File: src/sac_pkg.sv
// How it works
// - device is clock slave; source drives clocks
// - bit clock 32/48/64 fs, checked
// - frame clock exactly one cycle per sample
// - proc clock from master clock, else oscillator
// - rates detected and applied without software
// - clock fault: hard mute, then oscillator limp mode
// - stable clocks: resume, hard or soft unmute
// - 16/20/24-bit words, three framings accepted
// - standard framing: frame low left, high right
// - standard framing: first bit one period late
// - msb first, sampled on bit clock rise
// - trailing slot bits ignored in standard/left-aligned
// - aligned framings: frame high left, low right
// - left-aligned: msb in the toggle period
// - right-aligned: lsb in last period before toggle
// - right-aligned: leading slot bits ignored
// - samples are two's complement, msb first
package sac_pkg;
    typedef enum logic [1:0] {
        SAC_STD            = 2'h0,
        SAC_LEFT_ALIGNED   = 2'h1,
        SAC_RIGHT_ALIGNED  = 2'h2
    } sac_fmt_t;

    // rx state, gray along limp -> ramp -> run
    typedef enum logic [1:0] {
        SAC_LIMP = 2'h0,
        SAC_RAMP = 2'h1,
        SAC_RUN  = 2'h3
    } sac_state_t;

    localparam int unsigned CLK_PERIOD_NS = 50;
    localparam int unsigned PROC_CLK_MULT = 512;
    localparam int unsigned FRAME_TMO_US  = 200;
    localparam int unsigned FRAME_TMO_CYC = FRAME_TMO_US * 1000 / CLK_PERIOD_NS;
    localparam int unsigned MCLK_TMO_NS   = 1000;
    localparam int unsigned MCLK_TMO_CYC  = MCLK_TMO_NS / CLK_PERIOD_NS;
    localparam int unsigned STABLE_FRAMES = 4;
    localparam int unsigned BCLK_HALF     = 4;
    localparam int unsigned MCLK_HALF     = 2;

    // register offsets
    localparam logic [7:0] REG_CTRL   = 8'h00;
    localparam logic [7:0] REG_STATUS = 8'h01;
    localparam logic [7:0] REG_IRQ    = 8'h02;
    localparam logic [7:0] REG_MASK   = 8'h03;
    localparam logic [7:0] REG_PER_LO = 8'h04;
    localparam logic [7:0] REG_PER_HI = 8'h05;
    localparam logic [7:0] REG_VOLUME = 8'h0e;

    // field positions and resets
    localparam int unsigned CTRL_FMT_LSB = 0;
    localparam int unsigned CTRL_WL_LSB  = 2;
    localparam int unsigned VOL_SOFT_BIT = 7;
    localparam int unsigned IRQ_ERR_BIT  = 0;
    localparam int unsigned IRQ_LOCK_BIT = 1;
    localparam int unsigned IRQ_PAIR_BIT = 2;
    localparam logic [7:0] CTRL_RESET   = 8'h00;
    localparam logic [7:0] VOLUME_RESET = 8'h7f;
    localparam logic [7:0] MASK_RESET   = 8'h00;
endpackage

File: src/sac_link_if.sv
`timescale 1ns/1ps
interface sac_link_if;
    logic mclk;
    logic bclk;
    logic fclk;
    logic sdata;

    modport dev (input mclk, input bclk, input fclk, input sdata);
    modport src (output mclk, output bclk, output fclk, output sdata);
endinterface

File: src/sac_rx.sv
`timescale 1ns/1ps
module sac_rx #(
    parameter int unsigned FRAME_TMO = sac_pkg::FRAME_TMO_CYC,
    parameter int unsigned MCLK_TMO  = sac_pkg::MCLK_TMO_CYC,
    parameter int unsigned STABLE_N  = sac_pkg::STABLE_FRAMES
) (
    // system
    input  wire logic        clk,
    input  wire logic        rst_n,
    input  wire logic        ce,
    // link
    sac_link_if.dev          link,
    // register port
    input  wire logic [7:0]  reg_addr,
    input  wire logic [7:0]  reg_wdata,
    input  wire logic        reg_wr,
    input  wire logic        reg_rd,
    output logic      [7:0]  reg_rdata,
    // processing path
    output logic      [23:0] left_word,
    output logic      [23:0] right_word,
    output logic             pair_valid,
    output logic             muted,
    output logic             osc_ref,
    output logic      [6:0]  gain,
    output logic             irq
);
    if (FRAME_TMO < 1024 || FRAME_TMO > 65535 || MCLK_TMO < 8 || MCLK_TMO > 255
        || STABLE_N < 1 || STABLE_N > 15)
        $error("sac_rx: parameter out of range");

    localparam logic [15:0] FTMO = 16'(FRAME_TMO - 1);
    localparam logic [7:0]  MTMO = 8'(MCLK_TMO - 1);
    localparam logic [3:0]  SLAST = 4'(STABLE_N - 1);

    // three-stage sync; level moves once stages 2 and 3 agree
    logic [3:0] s1, s2, s3, f, fq;
    always_ff @(posedge clk)
    begin
        if (!rst_n)
        begin
            s1 <= 4'h0;
            s2 <= 4'h0;
            s3 <= 4'h0;
            f  <= 4'h0;
            fq <= 4'h0;
        end
        else if (ce)
        begin
            s1 <= {link.mclk, link.bclk, link.fclk, link.sdata};
            s2 <= s1;
            s3 <= s2;
            f  <= (s2 & s3) | (f & (s2 | s3));
            fq <= f;
        end
    end

    wire mclk_e = f[3] ^ fq[3];
    wire bclk_r = f[2] & ~fq[2];
    wire fclk_e = f[1] ^ fq[1];
    wire fclk_r = f[1] & ~fq[1];

    // registers
    logic [7:0] ctrl, vol_cfg, mask, irq_st, status;
    logic [15:0] per;
    sac_pkg::sac_state_t state;
    logic ev_err, ev_lock;
    sac_pkg::sac_fmt_t fmt;
    logic [4:0] wl;

    always_comb
    begin
        fmt = sac_pkg::sac_fmt_t'(ctrl[sac_pkg::CTRL_FMT_LSB +: 2]);
        case (ctrl[sac_pkg::CTRL_WL_LSB +: 2])
            2'h0:    wl = 5'h10;
            2'h1:    wl = 5'h14;
            default: wl = 5'h18;
        endcase
    end

    always_ff @(posedge clk)
    begin
        if (!rst_n)
        begin
            ctrl    <= sac_pkg::CTRL_RESET;
            vol_cfg <= sac_pkg::VOLUME_RESET;
            mask    <= sac_pkg::MASK_RESET;
        end
        else if (ce && reg_wr)
        begin
            if (reg_addr == sac_pkg::REG_CTRL)
                ctrl <= reg_wdata;
            else if (reg_addr == sac_pkg::REG_MASK)
                mask <= reg_wdata;
            else if (reg_addr == sac_pkg::REG_VOLUME)
                vol_cfg <= reg_wdata;
        end
    end

    // read clears; a new event in the same cycle survives
    wire irq_rd = reg_rd && reg_addr == sac_pkg::REG_IRQ;
    always_ff @(posedge clk)
    begin
        if (!rst_n)
            irq_st <= 8'h00;
        else if (ce)
            irq_st <= (irq_rd ? 8'h00 : irq_st)
                    | (8'(ev_err) << sac_pkg::IRQ_ERR_BIT)
                    | (8'(ev_lock) << sac_pkg::IRQ_LOCK_BIT)
                    | (8'(pair_valid) << sac_pkg::IRQ_PAIR_BIT);
    end

    always_ff @(posedge clk)
    begin
        if (!rst_n)
            irq <= 1'b0;
        else if (ce)
            irq <= |(irq_st & mask);
    end

    always_ff @(posedge clk)
    begin
        if (!rst_n)
            reg_rdata <= 8'h00;
        else if (ce)
        begin
            if (!reg_rd)
                reg_rdata <= 8'h00;
            else if (reg_addr == sac_pkg::REG_CTRL)
                reg_rdata <= ctrl;
            else if (reg_addr == sac_pkg::REG_STATUS)
                reg_rdata <= status;
            else if (reg_addr == sac_pkg::REG_IRQ)
                reg_rdata <= irq_st;
            else if (reg_addr == sac_pkg::REG_MASK)
                reg_rdata <= mask;
            else if (reg_addr == sac_pkg::REG_PER_LO)
                reg_rdata <= per[7:0];
            else if (reg_addr == sac_pkg::REG_PER_HI)
                reg_rdata <= per[15:8];
            else if (reg_addr == sac_pkg::REG_VOLUME)
                reg_rdata <= vol_cfg;
            else
                reg_rdata <= 8'h00;
        end
    end

    // deserialiser
    logic [31:0] sh;
    logic [5:0]  bcnt, slot;
    logic [4:0]  got;
    logic        armed, skip, wch;
    // std framing with slot == wl: the lsb lands in the delay bit of the next slot
    logic        tail, tch;
    logic [1:0]  ratio;
    wire right_now = f[1] ^ (fmt != sac_pkg::SAC_STD);

    always_ff @(posedge clk)
    begin
        if (!rst_n)
        begin
            sh    <= 32'h0;
            bcnt  <= 6'h0;
            got   <= 5'h0;
            armed <= 1'b0;
            skip  <= 1'b0;
            wch   <= 1'b0;
            tail  <= 1'b0;
            tch   <= 1'b0;
        end
        else if (ce)
        begin
            if (fclk_e)
            begin
                bcnt  <= 6'h0;
                armed <= fmt != sac_pkg::SAC_RIGHT_ALIGNED;
                skip  <= fmt == sac_pkg::SAC_STD;
                got   <= 5'h0;
                wch   <= right_now;
                tail  <= fmt == sac_pkg::SAC_STD && armed && got + 5'h1 == wl;
                tch   <= wch;
            end
            else if (bclk_r)
            begin
                sh <= {sh[30:0], f[0]};
                if (bcnt != 6'h3f)
                    bcnt <= bcnt + 6'h1;
                if (skip)
                begin
                    skip <= 1'b0;
                    tail <= 1'b0;
                end
                else if (armed)
                begin
                    got <= got + 5'h1;
                    if (got + 5'h1 == wl)
                        armed <= 1'b0;
                end
            end
        end
    end

    // keep the last wl bits, msb-aligned in 24
    function automatic logic [23:0] align(input logic [31:0] v, input logic [4:0] n);
        case (n)
            5'h10:   align = {v[15:0], 8'h00};
            5'h14:   align = {v[19:0], 4'h0};
            default: align = v[23:0];
        endcase
    endfunction

    logic emit, emit_r;
    logic [23:0] word;
    always_comb
    begin
        emit   = 1'b0;
        emit_r = wch;
        word   = align({sh[30:0], f[0]}, wl);
        if (fclk_e && fmt == sac_pkg::SAC_RIGHT_ALIGNED)
        begin
            emit   = 1'b1;
            emit_r = ~right_now;
            word   = align(sh, wl);
        end
        else if (!fclk_e && bclk_r && armed && !skip && got + 5'h1 == wl)
            emit = 1'b1;
        else if (!fclk_e && bclk_r && skip && tail)
        begin
            emit   = 1'b1;
            emit_r = tch;
        end
    end

    always_ff @(posedge clk)
    begin
        if (!rst_n)
        begin
            left_word  <= 24'h0;
            right_word <= 24'h0;
            pair_valid <= 1'b0;
        end
        else if (ce)
        begin
            pair_valid <= emit && emit_r;
            // a held word would keep playing, so mute clears both at once
            if (muted)
            begin
                left_word  <= 24'h0;
                right_word <= 24'h0;
            end
            else if (emit && emit_r)
                right_word <= word;
            else if (emit)
                left_word <= word;
        end
    end

    // clock checking and rate detection
    logic [15:0] ftmo, fcnt;
    logic [7:0]  mtmo;
    logic [3:0]  gcnt;
    wire mclk_ok = mtmo != MTMO;
    wire slot_ok = (bcnt == 6'h10 || bcnt == 6'h18 || bcnt == 6'h20)
                   && bcnt == slot;
    wire err = (fclk_e && !slot_ok) || ftmo == FTMO || !mclk_ok;

    always_ff @(posedge clk)
    begin
        if (!rst_n)
        begin
            ftmo  <= 16'h0;
            fcnt  <= 16'h0;
            per   <= 16'h0;
            mtmo  <= 8'h0;
            slot  <= 6'h0;
            ratio <= 2'h0;
        end
        else if (ce)
        begin
            ftmo <= (fclk_e || ftmo == FTMO) ? 16'h0 : ftmo + 16'h1;
            mtmo <= mclk_e ? 8'h0 : (mclk_ok ? mtmo + 8'h1 : mtmo);
            fcnt <= fclk_r ? 16'h1 : (fcnt == 16'hffff ? fcnt : fcnt + 16'h1);
            if (fclk_r)
                per <= fcnt;
            if (fclk_e)
            begin
                slot <= bcnt;
                if (slot_ok)
                    ratio <= bcnt == 6'h10 ? 2'h0 : (bcnt == 6'h18 ? 2'h1 : 2'h2);
            end
        end
    end

    always_ff @(posedge clk)
    begin
        if (!rst_n)
        begin
            state   <= sac_pkg::SAC_LIMP;
            gcnt    <= 4'h0;
            gain    <= 7'h0;
            ev_err  <= 1'b0;
            ev_lock <= 1'b0;
        end
        else if (ce)
        begin
            ev_err  <= 1'b0;
            ev_lock <= 1'b0;
            case (state)
                sac_pkg::SAC_LIMP:
                begin
                    gain <= 7'h0;
                    if (err)
                        gcnt <= 4'h0;
                    else if (fclk_e && gcnt != SLAST)
                        gcnt <= gcnt + 4'h1;
                    else if (fclk_e)
                    begin
                        gcnt    <= 4'h0;
                        ev_lock <= 1'b1;
                        if (vol_cfg[sac_pkg::VOL_SOFT_BIT])
                            state <= sac_pkg::SAC_RAMP;
                        else
                        begin
                            state <= sac_pkg::SAC_RUN;
                            gain  <= vol_cfg[6:0];
                        end
                    end
                end
                sac_pkg::SAC_RAMP:
                begin
                    if (err)
                    begin
                        state  <= sac_pkg::SAC_LIMP;
                        gain   <= 7'h0;
                        ev_err <= 1'b1;
                    end
                    else if (gain >= vol_cfg[6:0])
                        state <= sac_pkg::SAC_RUN;
                    else if (fclk_r)
                        gain <= gain + 7'h1;
                end
                default:
                begin
                    if (err)
                    begin
                        state  <= sac_pkg::SAC_LIMP;
                        gain   <= 7'h0;
                        ev_err <= 1'b1;
                    end
                    else
                        gain <= vol_cfg[6:0];
                end
            endcase
        end
    end

    assign muted   = state == sac_pkg::SAC_LIMP;
    assign osc_ref = muted;
    assign status  = {3'h0, ratio, mclk_ok, osc_ref, ~muted};
endmodule

File: src/flat_wrapper.sv
// flat-port wrapper written by rule: the top's interface ports become plain ports
module sac_rx_flat 
#(
    parameter int unsigned FRAME_TMO = sac_pkg::FRAME_TMO_CYC,
    parameter int unsigned MCLK_TMO  = sac_pkg::MCLK_TMO_CYC,
    parameter int unsigned STABLE_N  = sac_pkg::STABLE_FRAMES
)
  (clk, rst_n, ce, reg_addr, reg_wdata, reg_wr, reg_rd, reg_rdata, left_word, right_word, pair_valid, muted, osc_ref, gain, irq, link_mclk, link_bclk, link_fclk, link_sdata);
  sac_link_if link_i ();
  input  wire logic clk;
  input  wire logic rst_n;
  input  wire logic ce;
  input  wire logic [7:0] reg_addr;
  input  wire logic [7:0] reg_wdata;
  input  wire logic reg_wr;
  input  wire logic reg_rd;
  output logic      [7:0] reg_rdata;
  output logic      [23:0] left_word;
  output logic      [23:0] right_word;
  output logic pair_valid;
  output logic muted;
  output logic osc_ref;
  output logic      [6:0] gain;
  output logic irq;
  input wire logic [$bits(link_i.mclk)-1:0] link_mclk;
  input wire logic [$bits(link_i.bclk)-1:0] link_bclk;
  input wire logic [$bits(link_i.fclk)-1:0] link_fclk;
  input wire logic [$bits(link_i.sdata)-1:0] link_sdata;
  assign link_i.mclk = link_mclk;
  assign link_i.bclk = link_bclk;
  assign link_i.fclk = link_fclk;
  assign link_i.sdata = link_sdata;
  sac_rx #(.FRAME_TMO(FRAME_TMO), .MCLK_TMO(MCLK_TMO), .STABLE_N(STABLE_N)) u_core (.clk(clk), .rst_n(rst_n), .ce(ce), .link(link_i), .reg_addr(reg_addr), .reg_wdata(reg_wdata), .reg_wr(reg_wr), .reg_rd(reg_rd), .reg_rdata(reg_rdata), .left_word(left_word), .right_word(right_word), .pair_valid(pair_valid), .muted(muted), .osc_ref(osc_ref), .gain(gain), .irq(irq));
endmodule
File: config.mk
export PLATFORM = sky130hd
export DESIGN_NAME = sac_rx_flat
export DESIGN_NICKNAME = d
export VERILOG_FILES = /design/src/sac_pkg.sv /design/src/sac_link_if.sv /design/src/sac_rx.sv /design/src/flat_wrapper.sv
export SDC_FILE = /design/constraint.sdc
export NUM_CORES = 1
export LEC_CHECK = 0
export BUFFER_PORTS_ARGS = -buffer_cell sky130_fd_sc_hd__buf_2
export CORE_MARGIN = 3
export CORE_UTILIZATION = 60
export DETAILED_ROUTE_END_ITERATION = 16
export PLACE_DENSITY = 0.8
export SLEW_MARGIN = 20
export SYNTH_ARGS = -nofsm -noshare
export SYNTH_HDL_FRONTEND = slang
export SYNTH_SLANG_ARGS = --single-unit
File: constraint.sdc
create_clock -name clk -period 4.8 [get_ports clk]
set_input_delay 0.48 -clock clk [delete_from_list [all_inputs] [get_ports clk]]
set_output_delay 0.48 -clock clk [all_outputs]
set_load 0.02 [all_outputs]
==> flow_summary.json <==
{
  "status": "finished clean",
  "cts_hold_buf": 0,
  "r2r-start": "u_core.f[1]$_SDFFE_PN0P_",
  "whs_path_depth": 3,
  "clock.fmax_mhz": 288.1,
  "synth_xor_area_frac": 0.04243,
  "finalHoldViolCount": 0,
  "post-route-min-period_ns": 3.471,
  "p_clk_frac": 0.474,
  "totalPowerFinal_mw": 3.800,
  "ys.warnings.count": 0,
  "pin_count": 92,
  "start_util": 0.6237,
  "r2r_cells": 8,
  "slew-limit-headroom": 0.3447,
  "grt_max_degree": 81,
  "synth_commonest_cells": "nand2_1 (305), dfxtp_1 (223), nor2_1 (118)",
  "worst_pin_slew_ns": 0.9830,
  "cts-root-buf": "clkbuf_16",
  "cts.sinks": 223,
  "dpl_cell_area_mm2": 0.01101,
  "setup_viol": 0,
  "cts_tree": "yes",
  "worstHoldEndpoint": "u_core.s1[0]$_SDFFE_PN0P_",
  "worstReg2RegEnd": "u_core.right_word[18]$_SDFFE_PN0P_",
  "antenna_cells": 0,
  "post-route-drc-count": 0,
  "fin_area_mm2": 0.01180,
  "synth_adder_area_share": 0.02021,
  "power.density_mw_per_mm2": 322.2,
  "nets": 1401,
  "yosys_most_used_dff": "dfxtp_1",
  "antenna_found_initial": 1,
  "synth_top_family_by_area": "simple AND/OR/NAND/NOR gates",
  "min-delay-start": "link_sdata",
  "cp-start-kind": "flop",
  "cp.required_ns": 5.20,
  "cts-buffers-inserted": 24,
  "yosys.area.top_type_share": 0.4241,
  "synth_seq_cells": 223,
  "h-tree-depth": 1,
  "synth.cell_area_mm2": 0.01053,
  "grt_pass1_wl_um": 42350,
  "maxCapViolations": 0,
  "synth_cell_types": 72,
  "finalWirelength_um": 25270,
  "drt-vias-per-instance": 5.817,
  "critical_path.most_common_cell": "buf_4",
  "drtPass1Iterations": 6,
  "cpPeakStageDelay_ns": 0.90,
  "leakagePower_nw": 4.495,
  "post-synth-top-count-cell": "nand2_1",
  "drive_gt1_frac": 0.1339,
  "coreArea_mm2": 0.01688,
  "dpl.hpwl_um": 17030,
  "routabilityCongestion": 0.9392,
  "syn_nets": 1346,
  "fp.dieArea_mm2": 0.01917,
  "clock_latency_ns": 0.52,
  "slew_viol_final": 0,
  "dieWidth_um": 138.5,
  "cts_buffer_depth": 3,
  "critPathSlowestCell": "o32ai_4",
  "synth_top_area_cell": "dfxtp_1",
  "final_antenna_net_count": 0,
  "final.setup.tns_ns": 0,
  "grt_pass1_vias": 8586,
  "crit_buf_inv": 2,
  "fin_worst_skew_ns": 0.01461,
  "grt_usage": 0.2543,
  "worst-path-max-fanout": 27,
  "power_frac_comb": 0.034,
  "cp-end-kind": "flop",
  "cp.arrival_ns": 3.87,
  "rsz0062_at_grt": "no",
  "worstSetupStartpoint": "u_core.f[1]$_SDFFE_PN0P_",
  "min_period_over_period": 0.7231,
  "portBuffers": 91,
  "pwr-share-seq": 0.492,
  "rows": 47,
  "first_iter_violations": 779,
  "synth_seq_area_share": 0.4241,
  "p_switching_mw": 0.8348,
  "area_growth_pct": 12.05,
  "vias": 9273,
  "wl_per_cell_um": 15.85,
  "synth-compound-area-share": 0.1571,
  "synthCells": 1304,
  "hp-class": "primary input to flop",
  "rrSetupSlack_ns": 1.33,
  "synthMuxAreaShare": 0.08713,
  "synthSimpleGateAreaFrac": 0.2292,
  "path_cells": "ha_1, nand3b_1, nor2_1, buf_4, nand2_1, o32ai_4, buf_4, o21ai_0",
  "post-cts-setup-buffers": 0,
  "path_class": "flop to flop",
  "overflow": 0,
  "synth_area_per_cell_um2": 8.072,
  "die_h_um": 138.5,
  "internal_power_mw": 2.965,
  "synth_edf_count": 0,
  "clk_pin_slew_worst_paths_ns": 0.06,
  "crit_family": "compound AO/OA/AOI/OAI gates",
  "ir_worst_vdd_uv": 295.8,
  "async_reset_ff_frac": 0,
  "switching_share": 0.2197,
  "ctsResizeCount": 0,
  "ys_top_cells_by_area": "dfxtp_1 (42%), nand2_1 (11%), mux2i_1 (5.6%), a21oi_1 (4.9%), nor2_1 (4.2%)"
}
-- sequential cells by signal, indices dropped and copies added, names as in the netlist, 16 cells and up --
signal,cells
u_core.per,16
u_core.ftmo,16
u_core.fcnt,16
u_core.sh,24
u_core.right_word,24
u_core.left_word,24
-- power groups by stage --
stage | clock network (mW) | registers [mW] | logic, mW
floorplan | 0 | 1.91 | 0.0912
global placement | 0 | 1.91 | 0.127
detailed placement | 0 | 1.91 | 0.129
CTS | 1.83 | 1.87 | 0.129
global route | 1.90 | 1.87 | 0.143
finish | 1.80 | 1.87 | 0.131
-- tightest hold or removal path, cell delays in order --
cell and delay [ns]:
buf_2 0.09, mux2i_1 0.06, nor2_1 0.07
-- worst max path at each step --
stage | slack (ns) | cells after the start | end
after CTS | 1.37 | 8 | u_core.right_word[18]$_SDFFE_PN0P_
after floorplan | 2.50 | 8 | u_core.right_word[0]$_SDFFE_PN0P_
after global routing | 1.01 | 9 | u_core.right_word[22]$_SDFFE_PN0P_
final | 1.33 | 8 | u_core.right_word[18]$_SDFFE_PN0P_
after global placement | 1.57 | 8 | u_core.right_word[18]$_SDFFE_PN0P_
after detailed placement | 1.42 | 8 | u_core.right_word[15]$_SDFFE_PN0P_
-- metrics by stage --
stage | util | hold slack [ns] | setup WS (ns) | std cells
global placement | 0.6522 | 0.4235 | 1.569 | 1553
finish | 0.6989 | 0.2260 | 1.329 | 1594
CTS | 0.6984 | 0.2182 | 1.370 | 1594
global route | 0.6989 | 0.2523 | 1.006 | 1594
detailed placement | 0.6522 | 0.4433 | 1.417 | 1553
floorplan | - | 0.4320 | 2.497 | 1304
-- placed cells by master, fill, tap and decap left out, drive strengths merged, types with 3 or more instances in the layout --
| cell type | count |
|---|---|
| a211o | 4 |
| a211oi | 6 |
| a21o | 4 |
| a21oi | 106 |
| a221oi | 3 |
| a22oi | 14 |
| a31oi | 3 |
| a32oi | 3 |
| and2 | 5 |
| and3 | 12 |
| buf | 102 |
| clkbuf | 35 |
| clkinv | 7 |
| dfxtp | 223 |
| ha | 17 |
| inv | 21 |
| mux2 | 29 |
| mux2i | 59 |
| nand2 | 306 |
| nand2b | 6 |
| nand3 | 37 |
| nand4 | 17 |
| nand4b | 3 |
| nor2 | 118 |
| nor2b | 7 |
| nor3 | 15 |
| nor4 | 7 |
| o211ai | 12 |
| o21a | 4 |
| o21ai | 90 |
| o22ai | 4 |
| or2 | 4 |
| or3 | 5 |
| xnor2 | 18 |
| xor2 | 33 |
-- layer usage --
metal,wire (um),share of wire,global-route usage,up-vias
met5,0,0,0,-
met1,11380,0.45,0.3567,4286
met4,853,0.034,0.08788,0
met3,1579,0.062,0.03833,72
li1,-,-,-,4594
met2,11460,0.45,0.4031,321
-- cell families (layout without fill, tap and decap cells) --
kind of cell,after synthesis,in the layout
xor+xnor,51,51
buf+inv,96,166
compound gates,272,272
simple gates,557,557
mux,88,88
flops,223,223
fa+ha+maj,17,17
-- area by class of cell --
cell class | count | area (um^2)
multi-input cells | 985 | 5650
fillers | 1351 | 5082
flip-flops and latches | 223 | 4464
clock buffers | 35 | 701.9
repair buffers | 102 | 538.0
well taps | 220 | 275.3
inverters | 23 | 87.58
clock inverters | 6 | 77.57
(Power assumes the default switching activity.)
